$ cat src/hdl/pio_pkg.sv
// Constants and state type for the programmable I/O port bank.
package pio_pkg;

  // Pin and group geometry (port n bit b is pin index n*8+b).
  localparam int        PIO_NPINS       = 88;
  localparam int        PIO_NGROUPS     = 22;
  localparam int        PIO_GROUP_W     = 4;
  localparam logic [3:0] PIO_NPORTS     = 4'hb;
  localparam int        PIO_IN_ONLY_PIN = 69;
  localparam int        PIO_RB_PORT     = 1;

  // Analog output pin positions; plain defaults.
  localparam int PIO_DAC0_PIN = 72;
  localparam int PIO_DAC1_PIN = 73;

  localparam logic [87:0] PIO_IN_ONLY_MASK = 88'h1 << PIO_IN_ONLY_PIN;
  localparam logic [87:0] PIO_RB_MASK      = 88'hff << (PIO_RB_PORT * 8);
  localparam logic [87:0] PIO_DAC0_MASK    = 88'h1 << PIO_DAC0_PIN;
  localparam logic [87:0] PIO_DAC1_MASK    = 88'h1 << PIO_DAC1_PIN;

  // Groups whose pull-ups are cut in the external bus modes:
  // ports zero to three, port_four_bit_zero..three, port_five.
  localparam logic [21:0] PIO_PULL_LOCK = 22'h000dff;

  // Register byte addresses.
  localparam logic [11:0] PIO_PORT_BASE = 12'h000;
  localparam logic [11:0] PIO_DIR_BASE  = 12'h040;
  localparam logic [11:0] PIO_PULL_OFS  = 12'h080;
  localparam logic [11:0] PIO_CTRL_OFS  = 12'h084;
  localparam logic [11:0] PIO_STAT_OFS  = 12'h088;

  // Field positions.
  localparam int PIO_CTRL_RB_BIT   = 0;
  localparam int PIO_STAT_MODE_LSB = 0;
  localparam int PIO_STAT_BUS8_BIT = 2;
  localparam int PIO_STAT_MUX_BIT  = 3;
  localparam int PIO_STAT_RBV_BIT  = 4;

  // Processor operating modes.
  localparam logic [1:0] PIO_MODE_SINGLE = 2'h0;
  localparam logic [1:0] PIO_MODE_MEMEXP = 2'h1;
  localparam logic [1:0] PIO_MODE_MICRO  = 2'h3;

  // Reset values.
  localparam logic [87:0] PIO_LATCH_RST = 88'h0;
  localparam logic [87:0] PIO_DIR_RST   = 88'h0;
  localparam logic [21:0] PIO_PULL_RST  = 22'h0;
  localparam logic        PIO_CTRL_RST  = 1'b0;
  localparam logic [31:0] PIO_RDATA_RST = 32'h0;

  typedef struct packed {
    logic [87:0] latch;
    logic [87:0] dir;
    logic [21:0] pull;
    logic        rb_latch;
    logic [31:0] rdata;
    logic        slverr;
  } pio_state_t;

endpackage

$ cat src/hdl/pio_port_bank.sv
// Programmable I/O port bank with APB register access.
//
// The implementer's own choices: the address map and the APB slave port.
`timescale 1ns/1ps

module pio_port_bank
  import pio_pkg::*;
(
  input  wire logic        pclk,
  input  wire logic        presetn,
  input  wire logic        psel,
  input  wire logic        penable,
  input  wire logic        pwrite,
  input  wire logic [11:0] paddr,
  input  wire logic [31:0] pwdata,
  output logic      [31:0] prdata,
  output logic             pready,
  output logic             pslverr,
  input  wire logic [1:0]  proc_mode,
  input  wire logic        bus_8bit,
  input  wire logic        mux_bus_all,
  input  wire logic [87:0] ext_bus_pins,
  input  wire logic [87:0] periph_out_en,
  input  wire logic [87:0] periph_out,
  input  wire logic [1:0]  dac_out_en,
  input  wire logic [87:0] pin_in,
  output logic      [87:0] pin_out,
  output logic      [87:0] pin_oe,
  output logic      [87:0] pin_pullup
);

  pio_state_t  st;
  pio_state_t  next_st;

  logic        ext_mode;
  logic        rb_valid;
  logic [87:0] bus_lock;
  logic [87:0] rb_force;
  logic [87:0] readback;
  logic [21:0] pull_eff;
  logic [87:0] pull_exp;
  logic [87:0] dac_mask;
  logic [87:0] port_mask;
  logic [87:0] wdata_rep;
  logic [3:0]  idx;
  logic        setup;
  logic        wr_acc;
  logic        hit_port;
  logic        hit_dir;
  logic        hit_pull;
  logic        hit_ctrl;
  logic        hit_stat;
  logic        bad;
  logic [31:0] rd_word;

  assign ext_mode = proc_mode != PIO_MODE_SINGLE;
  // Select is meaningful only when port one is free of the bus
  assign rb_valid = ext_mode && (bus_8bit || mux_bus_all);
  assign bus_lock = ext_mode ? ext_bus_pins : 88'h0;
  assign rb_force = (rb_valid && st.rb_latch) ? PIO_RB_MASK : 88'h0;

  // Outputs and forced-latch bits read the latch; inputs read the pin
  assign readback = ((st.dir | rb_force) & st.latch)
                  | (~(st.dir | rb_force) & pin_in);

  assign pull_eff = st.pull & ~(ext_mode ? PIO_PULL_LOCK : 22'h0);

  genvar g;
  generate
    for (g = 0; g < PIO_NGROUPS; g++) begin : g_pull
      assign pull_exp[g*PIO_GROUP_W +: PIO_GROUP_W] =
        {PIO_GROUP_W{pull_eff[g]}};
    end
  endgenerate

  assign dac_mask = ({88{dac_out_en[0]}} & PIO_DAC0_MASK)
                  | ({88{dac_out_en[1]}} & PIO_DAC1_MASK);

  // Pin drive
  assign pin_oe = (st.dir | periph_out_en)
                & ~PIO_IN_ONLY_MASK;
  assign pin_out = (periph_out_en & periph_out)
                 | (~periph_out_en & st.latch);
  assign pin_pullup = pull_exp & ~st.dir & ~dac_mask
                    & ~PIO_IN_ONLY_MASK;

  // Bus handshake: zero wait states, data prepared in the setup cycle
  assign pready  = 1'b1;
  assign prdata  = st.rdata;
  assign pslverr = st.slverr;

  assign idx       = paddr[5:2];
  assign setup     = psel && !penable;
  assign wr_acc    = psel && penable && pwrite;
  assign port_mask = 88'hff << {idx, 3'b000};
  assign wdata_rep = {11{pwdata[7:0]}};

  // Address decode
  always_comb begin
    hit_port = 1'b0;
    hit_dir  = 1'b0;
    hit_pull = 1'b0;
    hit_ctrl = 1'b0;
    hit_stat = 1'b0;
    bad      = 1'b0;
    if (paddr[1:0] != 2'b00) begin
      bad = 1'b1;
    end else if (paddr[11:6] == PIO_PORT_BASE[11:6] && idx < PIO_NPORTS) begin
      hit_port = 1'b1;
    end else if (paddr[11:6] == PIO_DIR_BASE[11:6] && idx < PIO_NPORTS) begin
      hit_dir = 1'b1;
    end else if (paddr == PIO_PULL_OFS) begin
      hit_pull = 1'b1;
    end else if (paddr == PIO_CTRL_OFS) begin
      hit_ctrl = 1'b1;
    end else if (paddr == PIO_STAT_OFS) begin
      hit_stat = 1'b1;
    end else begin
      bad = 1'b1;
    end
  end

  // Read mux; unused upper bits read zero
  always_comb begin
    rd_word = 32'h0;
    if (hit_port) begin
      rd_word[7:0] = readback[{idx, 3'b000} +: 8];
    end else if (hit_dir) begin
      rd_word[7:0] = st.dir[{idx, 3'b000} +: 8];
    end else if (hit_pull) begin
      rd_word[21:0] = st.pull;
    end else if (hit_ctrl) begin
      rd_word[PIO_CTRL_RB_BIT] = st.rb_latch;
    end else if (hit_stat) begin
      rd_word[PIO_STAT_MODE_LSB +: 2] = proc_mode;
      rd_word[PIO_STAT_BUS8_BIT]      = bus_8bit;
      rd_word[PIO_STAT_MUX_BIT]       = mux_bus_all;
      rd_word[PIO_STAT_RBV_BIT]       = rb_valid;
    end
  end

  always_comb begin
    next_st = st;
    if (setup) begin
      next_st.rdata  = pwrite ? 32'h0 : rd_word;
      next_st.slverr = bad;
    end
    if (wr_acc && hit_port) begin
      // Bus-owned pins keep their latch in external modes
      next_st.latch = (st.latch & ~(port_mask & ~bus_lock))
                    | (wdata_rep & port_mask & ~bus_lock);
    end
    if (wr_acc && hit_dir) begin
      // No direction bit exists for the input-only pin
      next_st.dir = (st.dir & ~(port_mask & ~bus_lock & ~PIO_IN_ONLY_MASK))
                  | (wdata_rep & port_mask & ~bus_lock
                     & ~PIO_IN_ONLY_MASK);
    end
    if (wr_acc && hit_pull) begin
      next_st.pull = pwdata[21:0];
    end
    if (wr_acc && hit_ctrl) begin
      next_st.rb_latch = pwdata[PIO_CTRL_RB_BIT];
    end
  end

  always_ff @(posedge pclk or negedge presetn) begin
    if (!presetn) begin
      st.latch    <= PIO_LATCH_RST;
      st.dir      <= PIO_DIR_RST;
      st.pull     <= PIO_PULL_RST;
      st.rb_latch <= PIO_CTRL_RST;
      st.rdata    <= PIO_RDATA_RST;
      st.slverr   <= 1'b0;
    end else begin
      st <= next_st;
    end
  end
endmodule

$ cat config.mk
export PLATFORM = sky130hd
export DESIGN_NAME = pio_port_bank
export DESIGN_NICKNAME = d
export VERILOG_FILES = /design/src/hdl/pio_pkg.sv /design/src/hdl/pio_port_bank.sv
export SDC_FILE = /design/constraint.sdc
export NUM_CORES = 1
export LEC_CHECK = 0
export BUFFER_PORTS_ARGS = -buffer_cell sky130_fd_sc_hd__clkbuf_2
export CELL_PAD_IN_SITES_DETAIL_PLACEMENT = 0
export CELL_PAD_IN_SITES_GLOBAL_PLACEMENT = 1
export CORE_AREA = 2 2 272 274
export CTS_BUF_LIST = sky130_fd_sc_hd__clkbuf_4 sky130_fd_sc_hd__clkbuf_8 sky130_fd_sc_hd__clkbuf_16
export DETAILED_ROUTE_END_ITERATION = 16
export DIE_AREA = 0 0 274 276
export HOLD_SLACK_MARGIN = 0.05
export MAX_ROUTING_LAYER = met4
export PLACE_DENSITY_LB_ADDON = 0.1
export SETUP_SLACK_MARGIN = 0.15
export SLEW_MARGIN = 0
export SYNTH_ARGS = -nofsm -noshare
export SYNTH_HDL_FRONTEND = slang
export SYNTH_SLANG_ARGS = --single-unit
$ cat constraint.sdc
create_clock -name pclk -period 2.1 [get_ports pclk]
set_input_delay 0.42 -clock pclk [delete_from_list [all_inputs] [get_ports pclk]]
set_output_delay 0.42 -clock pclk [all_outputs]
set_load 0.005 [all_outputs]
Word-level counts from Yosys, hierarchy flattened
Index checks and enable logic that the tools add are counted.

word-level totals
  bits in registers = 232
  input port bits = 407
  output and inout bits = 298
  logic and storage cells = 96

cells by class
  $lt $le $gt $ge = 1
  equality and inequality tests = 4
  shifts and indexed selects = 3
  multiplexer cells = 39
  bitwise logic cells = 27
  reduce and logical (&&, ||, !) cells = 16

operators by type and width
  kind                                                   number
  AND 88 bit                                             11
  inverter 88 bit                                        6
  bitwise OR 88 bit                                      5
  indexed part select 88 x 8 -> 8 bit                    2
  2-to-1 mux 88 bit                                      1
  inverter 74 -> 88 bit                                  1
  bitwise OR 88 x 16 -> 88 bit                           1
  left shift 8 x 7 -> 88 bit (first input constant)      1
  bitwise OR 73 x 74 -> 74 bit                           1
  equality test 12 x 8 -> 1 bit (second input constant)  3
  2-to-1 mux 14 bit                                      2
  2-to-1 mux 1 bit                                       27
  AND 22 bit                                             1
  2-to-1 mux 22 bit                                      1
  inverter 12 -> 22 bit                                  1
  2-to-1 mux 17 bit                                      1
  2-to-1 mux 16 bit                                      1
  2-to-1 mux 8 bit                                       2
  2-to-1 mux 12 bit                                      1
  logical AND 1 bit                                      11
  2-to-1 mux 5 bit                                       2
  equality test 6 x 1 -> 1 bit (second input constant)   1
  zero test 6 bit                                        1
  < comparator 4 bit (second input constant)             1
  4 further kinds                                        5

Depth between registers and ports, before layout
Gate-level depths: netlist (run 1).

  word-level depth = 13
  mapped depth = 10
  gate-level depth less buffers = 6

Least setup slack after synthesis (run 1)
Ideal clock, no wire load.

  kind = input to register
  from = in paddr[5]
  to = reg st[35] (netlist name)
  library setup time = 0.125 ns
  arrival = 2.035 ns
  data required time = 1.975 ns
  path slack = -0.060 ns
  stages = 6
  path buffers = 2
  cell sequence = buf_2 nor4b_4 nand4_1 nor4_2 buf_2 mux2_2

between the ends
  cells in the longest elaborated chain, start to end = 6
  elaborated cells on any way between the ends = 9
  classes of those cells = 1 x order compare; 1 x eq/ne; 4 x mux; 3 x reduce/logical

ends and longest elaborated chain
  element                                                              line                                                              RTL
  start: declaration                                                   pio_port_bank.sv:14                                               input wire logic [11:0] paddr,
  < comparator 4 bit or equality test 12 x 8 -> 1 bit (tied branches)  pio_port_bank.sv:108, pio_port_bank.sv:110, pio_port_bank.sv:112
  logical AND 1 bit or 2-to-1 mux 1 bit (tied branches)                pio_port_bank.sv:110, pio_port_bank.sv:112
  2-to-1 mux 1 bit                                                     pio_port_bank.sv:110                                              end else if (paddr[11:6] == PIO_DIR_BASE[11:6] && idx < PIO_NPORTS) begin
  2-to-1 mux 1 bit *                                                   pio_port_bank.sv:108                                              end else if (paddr[11:6] == PIO_PORT_BASE[11:6] && idx < PIO_NPORTS) begin
  2-to-1 mux 1 bit *                                                   pio_port_bank.sv:106                                              if (paddr[1:0] != 2'b00) begin
  logical AND 1 bit *                                                  pio_port_bank.sv:159                                              if (wr_acc && hit_pull) begin
  end signal: assignment                                               pio_port_bank.sv:176                                              st <= next_st;
  end: declaration                                                     pio_port_bank.sv:32                                               pio_state_t st;

Mark *: on every way between the ends. The rest lies on a longest branch, timed or not.
A chain may end at the register's enable or synchronous reset.

Worst setup path after layout (run 1)
  from = reg st[90] (netlist name)
  to = reg st, in the netlist prdata[2]

between the ends
  cells in the longest elaborated chain, start to end = 7
  elaborated cells on any way between the ends = 10
  classes of those cells = 2 x shift; 3 x mux; 5 x bitwise

ends and longest elaborated chain
  element                              line                                      RTL
  bitwise OR 88 x 16 -> 88 bit         pio_port_bank.sv:63, pio_port_bank.sv:64
  inverter 88 bit                      pio_port_bank.sv:64                       | (~(st.dir | rb_force) & pin_in);
  AND 88 bit                           pio_port_bank.sv:64
  bitwise OR 88 bit                    pio_port_bank.sv:64
  indexed part select 88 x 8 -> 8 bit  pio_port_bank.sv:127                      rd_word[7:0] = readback[{idx, 3'b000} +: 8];
  2-to-1 mux 8 bit *                   pio_port_bank.sv:126                      if (hit_port) begin
  2-to-1 mux 22 bit *                  pio_port_bank.sv:145                      next_st.rdata = pwrite ? 32'h0 : rd_word;

Marks and branches as above.

==> summary.log, run 1 <==
[outcome] outcome completed
[worst_setup_path] r2r setup slk 140 ps
[worst_setup_path] Worst Path Max Fanout 4
[power_and_ir_drop] overall power after layout 11.7 mW
[timing] actual transition at the worst max-transition pin 733 ps
[final_layout] post-route non-filler standard cell count 3,307
[floorplanning] Die Area 0.0756 mm²
[drt] DRC violation count after routing 0
[global_routing] overall global routing resource usage 0.218
[final_layout] area added between synthesis and finish 56.0%
[cts] CTS HTree Levels 1
[global_routing] number of antenna violations at the first check in global routing 10
[timing] final hold vios 0
[final_layout] commonest cells after routing, fill and taps aside clkbuf_2 (670), mux2_2 (256), buf_4 (225)
[final_layout] core occupancy in the finished layout 0.309
[floorplanning] die span in y 276 µm
[timing] Max Transition Viols Final 0
[place] Cells after DPL 3,117
[drt] initial DRC count 673
[power_and_ir_drop] proportion of power drawn by combinational gates 0.144
[cts] clock net sink count 221
[drt] drt wl/cell 25.1 µm
[yosys] Yosys cell types 55
[place] placer's final routability congestion estimate 0.857
[place] DP HPWL 65,500 µm
[place] worst setup slack before clock tree synthesis -496 ps
[cts] clock insertion delay at the later pin of the skew report 590 ps
[floorplanning] starting density of the core 0.198
[yosys] Syn Std Cell Area 0.0144 mm²
[power_and_ir_drop] part of the power in registers 0.366
[global_routing] wire length of the first global-routing pass 115,000 µm
[cts] deepest clock path buffer count 3
[cts] TritonCTS Buffers 30
[power_and_ir_drop] Int Pwr 8.60 mW
[timing] Final WS setup 142 ps
[worst_setup_path] launch point of the worst reg-to-reg path st[90]
[final_layout] layout net count 2,724
[yosys] fraction of synthesized area in multiplexers 0.323
[worst_setup_path] Reg2Reg Depth 6
[timing] fin crit share 0.932
[yosys] post-synthesis instance total 1,425
[yosys] post-synth top area cell dfrtp_1
[worst_setup_path] required time worst endpoint 2550 ps
[timing] maximum achievable frequency 511 MHz
[yosys] share of the synthesized area in the top cell type 0.385
[final_layout] most frequent standard cell in the layout excluding fill and tap cells clkbuf_2
[yosys] Post-synth top flop dfrtp_1
[timing] RSZ-0062 raised after global routing true
[global_routing] pin count of the biggest net entering global routing 50
[final_layout] register area 0.00560 mm²
[worst_hold_path] Worst Hold Launch pwrite
[yosys] main combinational cell family by area after synthesis multiplexers
[yosys] Area contributors post-synth dfrtp_1 (38%), mux2_2 (21%), mux2i_1 (5.8%)
[floorplanning] Std-Cell Rows 99
[yosys] area share of fa/ha/maj cells after synthesis 0
[cts] clock-pin slew on the worst setup and hold paths 60 ps
[drt] number of detailed-route iterations in the first pass 4
[global_routing] vias in the first global route 15,200
[power_and_ir_drop] IR drop worst, VDD 0.423 mV
[drt] vias per std cell 4.47
[floorplanning] Top-Level Pins 705
[global_routing] total overflow reported by the global router 0
[worst_hold_path] WHS Endpoint prdata[0]
[timing] Worst Clk Skew 9.01 ps
[timing] Period minus WS final 1960 ps
[yosys] average footprint of a synthesized cell 10.1 µm²
[power_and_ir_drop] net switching fraction of the power 0.262
[timing] hold slack 194 ps
[drt] number of routed nets with antenna violations 0
[power_and_ir_drop] total leakage power 11.5 nW
[worst_hold_path] count of cells along the worst hold path 4
[cts] TritonCTS clock tree yes
[timing] relative slew slack 0.512
[yosys] sequential cell area fraction in the yosys report 0.385
[yosys] EDFF count, synth 0
[yosys] count of warnings emitted by yosys 0
[timing] Final setup violation count 0
[final_layout] Layout fillers 7,809
[drt] overall via count from detail_route 14,800
[worst_setup_path] arrival time of the worst setup path 2410 ps
[final_layout] layout cell share with drive strength beyond 1 0.650
[worst_setup_path] sort of element at the start of the critical path flip-flop
[power_and_ir_drop] net switching component of the power 3.05 mW
[yosys] fraction of registers with async set or reset after synthesis 1.00
[floorplanning] Floorplan Core Area 0.0726 mm²
[worst_setup_path] end of the worst register-to-register path prdata[2]
[floorplanning] floorplan die width 274 µm
[worst_setup_path] Crit Path Category reg -> reg
[power_and_ir_drop] proportion of power drawn by the clock network 0.490
[place] count of buffers from port buffering 681
[yosys] flops & latches, synth 221
[yosys] post-synthesis share of cell area spent on and, or, nand and nor gates 0.157
[power_and_ir_drop] total power divided by cell area 520 mW/mm²
[worst_hold_path] worst min path class in -> reg
[flow_run] number of violations of the max-capacitance limit 0
[drt] Total Routed Length 83,000 µm
[yosys] compound-gate portion of the synthesized area 0.0903
[final_layout] area taken by multi-input logic gates 0.00856 mm²
[cts] root buffer cell clkbuf_16
[yosys] post-synthesis xor/xnor area fraction 0
[worst_setup_path] nature of the critical path endpoint flip-flop
## sequential cells by signal, indices dropped and copies added (netlist names)
signal,flops
st,198
prdata,22
pslverr,1
## final cells by class
class | instances | share of cell area
multi-input combinational | 1096 | 0.382
timing repair buffer | 965 | 0.265
sequential | 221 | 0.250
tap | 959 | 0.0535
clock buffer | 43 | 0.0414
clock inverter | 11 | 0.00708
antenna | 9 | 0.00100
inverter | 3 | 0.000502
## power by group through the flow
stage               clock network (mW)  registers (mW)  logic [mW]
CTS                               5.90            4.27        1.70
global route                      6.04            4.27        1.82
detailed placement                   0            4.35        1.65
floorplan                            0            4.35       0.559
finish                            5.71            4.27        1.68
global placement                     0            4.35        1.64
## cell usage after synthesis, drive strengths merged, types with 2 or more instances
cell and number:
a211oi 2, a21oi 106, a221oi 7, a22o 15
a22oi 21, a31oi 5, a32o 3, a41oi 2
and3 7, buf 67, clkbuf 49, conb 2
dfrtp 221, inv 3, mux2 298, mux2i 84
mux4 16, nand2 224, nand2b 4, nand3 12
nor2 71, nor2b 45, nor3 7, nor3b 2
nor4 5, o211ai 7, o21ai 18, o22ai 13
o31ai 2, or2 90, or3 2
## worst max path at each step
stage | start | to | cells past startpoint
final | st[90] | prdata[2] | 6
after global routing | st[42] | pin_pullup[34] | 5
after CTS | st[42] | pin_pullup[34] | 5
after detailed placement | paddr[2] | st[116] | 8
after global placement | paddr[2] | st[116] | 8
after floorplan | paddr[5] | st[45] | 6
## routing by layer
metal / vias to the layer above / GRT usage / part of all wire / routed length (µm)
met4: 0 / 0.0368 / 0.017 / 1370
met1: 7439 / 0.278 / 0.44 / 36500
met3: 61 / 0.0353 / 0.051 / 4210
met2: 452 / 0.367 / 0.49 / 40900
li1: 6821 / - / - / -
met5: - / - / 0 / 0
## what timing repair did
item / 4_1_cts / 5_1_grt
cloned: 0 / 1
buffers inserted: 87 / 24
resized for setup: 106 / 42
pin swaps: 0 / 4
hold endpoints to repair: 56 / 0
hold buffers: 15 / 0
endpoints found under the setup margin: 105 / 57
## worst max-delay path, cell delays in order, from the launching register on
cell and delay (ps):
dfrtp_2 460, buf_4 150, mux2i_1 520, a22oi_1 170
and3_1 190, a311oi_1 250, a221oi_1 80
## metrics by stage
step | setup TNS [ps] | area [µm²]
after CTS | 0 | 22100
final | 0 | 22400
after global routing | 0 | 22400
after detailed placement | -50690 | 19900
after global placement | -51420 | 19900
after floorplan | 0 | 14600
## cells by family (layout without fill, tap and decap cells)
kind of cell           Yosys count  after routing
AND/OR/NAND/NOR                475            475
other                            2             22
buffers and inverters          119           1022
flip-flops                     221            221
AO/OA/AOI/OAI                  210            210
multiplexers                   398            398
Power figures use the tool's default switching activity.
==> run 2: changes to the inputs <==
CAP_MARGIN = 5   (was unset)
PLACE_DENSITY = 0.56   (was unset)
PLACE_DENSITY_LB_ADDON = unset   (was 0.1)
==> run 2 against run 1 <==
Compared with the run above:
- global-route usage is 0.86 points lower
- non-clock buffer count fell by 33
- die area unchanged
- clock skew grew 4.8 ps
- sequential power about the same
- setup slack improved by 43 ps
- critical path type is now reg -> out
- largest power group unchanged
==> summary.log, run 2 (synthesis gave the netlist of run 1 again) <==
[floorplanning] Std-Cell Rows 99
[floorplanning] floorplan die width 274 µm
[global_routing] GR met2 Demand/Resource 0.351
[worst_setup_path] Worst path depth 2
[place] DP HPWL 64,400 µm
[drt] DRC violation count after routing 0
[cts] deepest clock path buffer count 3
[worst_setup_path] kind of cell adding the most delay to the critical path flip-flops
[worst_setup_path] r2r setup slk 210 ps
[worst_setup_path] nature of the critical path endpoint output port
[global_routing] global route hottest layer met2
[worst_hold_path] count of cells along the worst hold path 2
[timing] maximum achievable frequency 522 MHz
[timing] RSZ-0062 raised after global routing true
[global_routing] number of antenna violations at the first check in global routing 7
[final_layout] summed area of non-filler cells in the final layout 0.0222 mm²
[worst_setup_path] Reg2Reg Depth 5
[worst_setup_path] Critical Path Slowest Stage Cell dfrtp_2
[power_and_ir_drop] part of the power in registers 0.373
[outcome] outcome completed
[final_layout] Layout fillers 7,751
[place] count of buffers from port buffering 681
[global_routing] pin count of the biggest net entering global routing 51
[global_routing] wire length of the first global-routing pass 112,000 µm
[floorplanning] starting density of the core 0.198
[final_layout] commonest cells after routing, fill and taps aside clkbuf_2 (676), mux2_2 (256), buf_4 (194)
[cts] TritonCTS clock tree yes
[drt] number of detailed-route iterations in the first pass 5
[worst_hold_path] Worst Hold Launch pwdata[11]
[power_and_ir_drop] net switching component of the power 2.97 mW
[worst_setup_path] end of the worst register-to-register path prdata[6]
[global_routing] overall global routing resource usage 0.210
[power_and_ir_drop] IR drop worst, VDD 0.474 mV
[place] placer's final routability congestion estimate 0.903
[global_routing] vias in the first global route 15,400
[timing] Worst Clk Skew 13.8 ps
[timing] fin crit share 0.912
[worst_setup_path] required time worst endpoint 1680 ps
[drt] drt wl/cell 24.4 µm
[place] dpl cell area 0.0202 mm²
[final_layout] layout net count 2,689
[timing] final hold vios 0
[timing] Final setup violation count 0
[power_and_ir_drop] proportion of power drawn by the clock network 0.476
[final_layout] Biggest register st
[power_and_ir_drop] net switching fraction of the power 0.260
[flow_run] number of violations of the max-capacitance limit 0
[floorplanning] Top-Level Pins 705
[cts] clock net sink count 221
[global_routing] total overflow reported by the global router 0
[worst_setup_path] delay of the slowest critical-path stage 480 ps
[power_and_ir_drop] Int Pwr 8.47 mW
[cts] TritonCTS Buffers 28
[drt] overall via count from detail_route 14,800
[final_layout] most frequent standard cell in the layout excluding fill and tap cells clkbuf_2
[drt] vias per std cell 4.51
[worst_setup_path] Crit Path Category reg -> out
[final_layout] flip-flop count of the largest register, all copies and words added 198
[timing] Period minus WS final 1910 ps
[cts] root buffer cell clkbuf_16
[power_and_ir_drop] overall power after layout 11.4 mW
[floorplanning] die span in y 276 µm
[timing] Max Transition Viols Final 0
[drt] number of routed nets with antenna violations 0
[power_and_ir_drop] total power divided by cell area 516 mW/mm²
[worst_hold_path] worst min path class in -> reg
[floorplanning] Die Area 0.0756 mm²
[final_layout] area added between synthesis and finish 54.1%
[timing] actual transition at the worst max-transition pin 758 ps
[worst_setup_path] ordered cell list for the critical path or2_2 -> clkbuf_2
[final_layout] core occupancy in the finished layout 0.305
[cts] CTS HTree Levels 1
[cts] clock insertion delay at the later pin of the skew report 580 ps
[worst_hold_path] WHS Endpoint st[45]
[global_routing] M3 GR Usage 0.0347
[worst_setup_path] Worst Path Max Fanout 6
[drt] Total Routed Length 79,900 µm
[power_and_ir_drop] proportion of power drawn by combinational gates 0.150
[worst_setup_path] arrival time of the worst setup path 1490 ps
[floorplanning] Floorplan Core Area 0.0726 mm²
[power_and_ir_drop] total leakage power 11.3 nW
[worst_setup_path] sort of element at the start of the critical path flip-flop
[worst_setup_path] launch point of the worst reg-to-reg path st[118]
[cts] clock-pin slew on the worst setup and hold paths 60 ps
[global_routing] met1 track demand over resource in global routing 0.271
[worst_setup_path] number of buffers and inverters on the critical path 1
[timing] relative slew slack 0.495
[worst_setup_path] launching element of the worst setup path st[69]
[drt] initial DRC count 857
[final_layout] layout cell share with drive strength beyond 1 0.640
-- run 2: metrics by stage --
step | setup WS, ps | instances | hold WS [ps] | setup TNS, ps
global placement | -264 | 3131 | 411 | -35900
finish | 186 | 3269 | 89.7 | 0
detailed placement | -279 | 3131 | 409 | -38200
CTS | 150 | 3243 | 54.2 | 0
global route | 146 | 3268 | 58.8 | 0
floorplan | 35.9 | 1436 | 124 | 0
-- run 2: power by group through the flow --
| stage | registers, mW | clock network [mW] | logic (mW) |
|---|---|---|---|
| after floorplan | 4.35 | 0 | 0.559 |
| after global placement | 4.35 | 0 | 1.70 |
| after detailed placement | 4.35 | 0 | 1.71 |
| after CTS | 4.27 | 5.61 | 1.74 |
| after global routing | 4.27 | 5.78 | 1.86 |
| final | 4.27 | 5.45 | 1.72 |
-- run 2: worst max path at each step --
stage | to
floorplan | st[45]
global placement | st[46]
detailed placement | st[48]
CTS | pin_oe[62]
global route | pin_pullup[73]
finish | pin_oe[13]
-- run 2: timing repair --
item	in CTS	in global routing
setup buffers	51	19
pin swaps	1	0
endpoints found under the setup margin	82	48
endpoints found under the hold margin	49	0
hold buffers	10	0
resized for setup	74	35
-- run 2: cell type report --
| cell class | count | area, µm² | share of cell area |
|---|---|---|---|
| clock buffer | 42 | 886 | 0.0400 |
| inverter | 3 | 11.3 | 0.000508 |
| timing repair buffer | 932 | 5780 | 0.261 |
| tap | 959 | 1200 | 0.0542 |
| sequential | 221 | 5590 | 0.252 |
| multi-input combinational | 1096 | 8530 | 0.385 |
| clock inverter | 9 | 145 | 0.00655 |
| antenna | 7 | 17.5 | 0.000791 |
-- run 2: routing by layer --
| layer | share of wire | vias up |
|---|---|---|
| li1 | - | 6740 |
| met1 | 0.44 | 7407 |
| met2 | 0.49 | 551 |
| met3 | 0.055 | 53 |
| met4 | 0.014 | 0 |
| met5 | 0 | - |
==> run 3: changes to the inputs <==
CTS_CLUSTER_SIZE = 8   (was unset)
PLACE_DENSITY = 0.61   (was 0.56)
==> run 3 against run 2 <==
Compared with the run above:
- clock power shrank 5.0%
- utilization shrank 1.1 points
- first-iteration DRC count grew 2.1%
- critical endpoint is now pin_pullup[32]
- largest cell class unchanged
==> summary.log, run 3 (synthesis gave the netlist of run 1 again) <==
[global_routing] number of antenna violations at the first check in global routing 12
[place] DP HPWL 63,900 µm
[timing] Final setup violation count 0
[worst_setup_path] kind of cell adding the most delay to the critical path buffers and inverters
[floorplanning] starting density of the core 0.198
[global_routing] overall global routing resource usage 0.210
[floorplanning] die span in y 276 µm
[drt] number of routed nets with antenna violations 0
[cts] TritonCTS Buffers 34
[floorplanning] Floorplan Core Area 0.0726 mm²
[cts] CTS HTree Levels 2
[timing] Max Transition Viols Final 0
[place] count of buffers from port buffering 681
[final_layout] area taken by multi-input logic gates 0.00853 mm²
[drt] overall via count from detail_route 14,500
[worst_setup_path] required time worst endpoint 1680 ps
[final_layout] layout net count 2,613
[drt] vias per std cell 4.55
[final_layout] Layout fillers 7,782
[worst_setup_path] sort of element at the start of the critical path input port
[global_routing] pin count of the biggest net entering global routing 65
[worst_setup_path] ordered cell list for the critical path clkbuf_2 -> buf_4 -> nor2_4 -> buf_6 -> nand2_2 -> buf_12 -> nor2_1 -> buf_2
[cts] clock-pin slew on the worst setup and hold paths 50 ps
[timing] fin crit share 0.918
[cts] TritonCTS clock tree yes
[worst_setup_path] nature of the critical path endpoint output port
[power_and_ir_drop] total leakage power 10.9 nW
[timing] Worst Clk Skew 16.2 ps
[worst_setup_path] Crit Path Category in -> out
[place] placer's final routability congestion estimate 0.880
[global_routing] wire length of the first global-routing pass 111,000 µm
[timing] actual transition at the worst max-transition pin 706 ps
[timing] relative slew slack 0.529
[final_layout] area added between synthesis and finish 48.6%
[drt] DRC violation count after routing 0
[drt] number of detailed-route iterations in the first pass 5
[place] dpl cell area 0.0201 mm²
[timing] maximum achievable frequency 518 MHz
[final_layout] most frequent standard cell in the layout excluding fill and tap cells clkbuf_2
[drt] initial DRC count 875
[worst_setup_path] arrival time of the worst setup path 1510 ps
[floorplanning] floorplan die width 274 µm
[worst_setup_path] Worst Path Max Fanout 5
[drt] Total Routed Length 79,500 µm
[flow_run] number of violations of the max-capacitance limit 0
[global_routing] total overflow reported by the global router 0
[worst_setup_path] delay of the slowest critical-path stage 180 ps
[timing] Period minus WS final 1930 ps
[floorplanning] Top-Level Pins 705
[floorplanning] Die Area 0.0756 mm²
[final_layout] register area 0.00555 mm²
[timing] hold slack 118 ps
[cts] clock insertion delay at the later pin of the skew report 540 ps
[final_layout] Biggest register st
[cts] clock net sink count 221
[timing] final hold vios 0
[cts] root buffer cell clkbuf_16
[final_layout] flip-flop count of the largest register, all copies and words added 198
[timing] RSZ-0062 raised after global routing true
[final_layout] layout cell share with drive strength beyond 1 0.619
[global_routing] vias in the first global route 15,200
[power_and_ir_drop] overall power after layout 11.2 mW
[power_and_ir_drop] total power divided by cell area 523 mW/mm²
[cts] deepest clock path buffer count 3
[worst_setup_path] number of buffers and inverters on the critical path 5
[outcome] outcome completed
[final_layout] commonest cells after routing, fill and taps aside clkbuf_2 (675), mux2_2 (256), dfrtp_1 (204)
[final_layout] summed area of non-filler cells in the final layout 0.0214 mm²
[worst_hold_path] worst min path class in -> reg
[worst_setup_path] Critical Path Slowest Stage Cell nor2_4
[drt] drt wl/cell 25.0 µm
[power_and_ir_drop] IR drop worst, VDD 0.426 mV
[floorplanning] Std-Cell Rows 99
## run 3: changes by cell type in the layout (fill, tap and decap cells not counted), sizes merged
cell / before / now
buf: 245 / 174
dlygate4sd3: 10 / 1
bufinv: 4 / 0
clkinv: 5 / 1
clkbuf: 719 / 716
diode: 7 / 10
inv: 3 / 4
## run 3: area by class of cell
cell class	count	share of cell area
Multi-Input combinational cell	1096	0.399
Timing Repair Buffer	850	0.238
Clock inverter	2	0.000644
Tap cell	959	0.0562
Sequential cell	221	0.260
Antenna cell	10	0.00117
Inverter	3	0.000527
Clock buffer	41	0.0437
## run 3: report_power, final
part           leakage (nW)  internal [mW]  switching (mW)
sequential             3.06           4.27         0.00531
clock                 0.473           3.08            2.10
combinational          7.37          0.810           0.897
total                  10.9           8.16            3.00
## run 3: worst paths after layout
check,from,to,slack [ps],cells past startpoint
max,proc_mode[0],pin_pullup[32],170,8
min,pwdata[15],st[49],120,2
max reg2reg,st[33],prdata[4],170,6
min reg2reg,prdata[6],prdata[6],490,2
max in group asynchronous,presetn,st[78],920,3
min in group asynchronous,presetn,st[120],480,2
## run 3: repair_timing
action,in CTS,in global routing
resized for setup,22,38
cloned,0,0
hold buffers,1,0
buffers inserted,6,7
endpoints found under the hold margin,54,0
pin swaps,1,5
setup endpoints to repair,75,86
## run 3: per-layer routing
metal,global-route usage,part of all wire,vias up,wire [µm]
met5,-,0,-,0
met4,0.0591,0.026,0,2050
met3,0.0394,0.058,95,4650
met2,0.338,0.48,580,37900
met1,0.269,0.44,7238,34900
li1,-,-,6578,-
## run 3: per-stage QoR
stage | worst slack [ps] | TNS (ps) | util | cells
2_1_floorplan | 35.9 | 0 | - | 1436
3_3_place_gp | -555 | -66600 | 0.277 | 3115
3_5_place_dp | -542 | -69950 | 0.277 | 3115
4_1_cts | 114 | 0 | 0.292 | 3165
5_1_grt | 81.0 | 0 | 0.294 | 3180
6_report | 171 | 0 | 0.294 | 3182
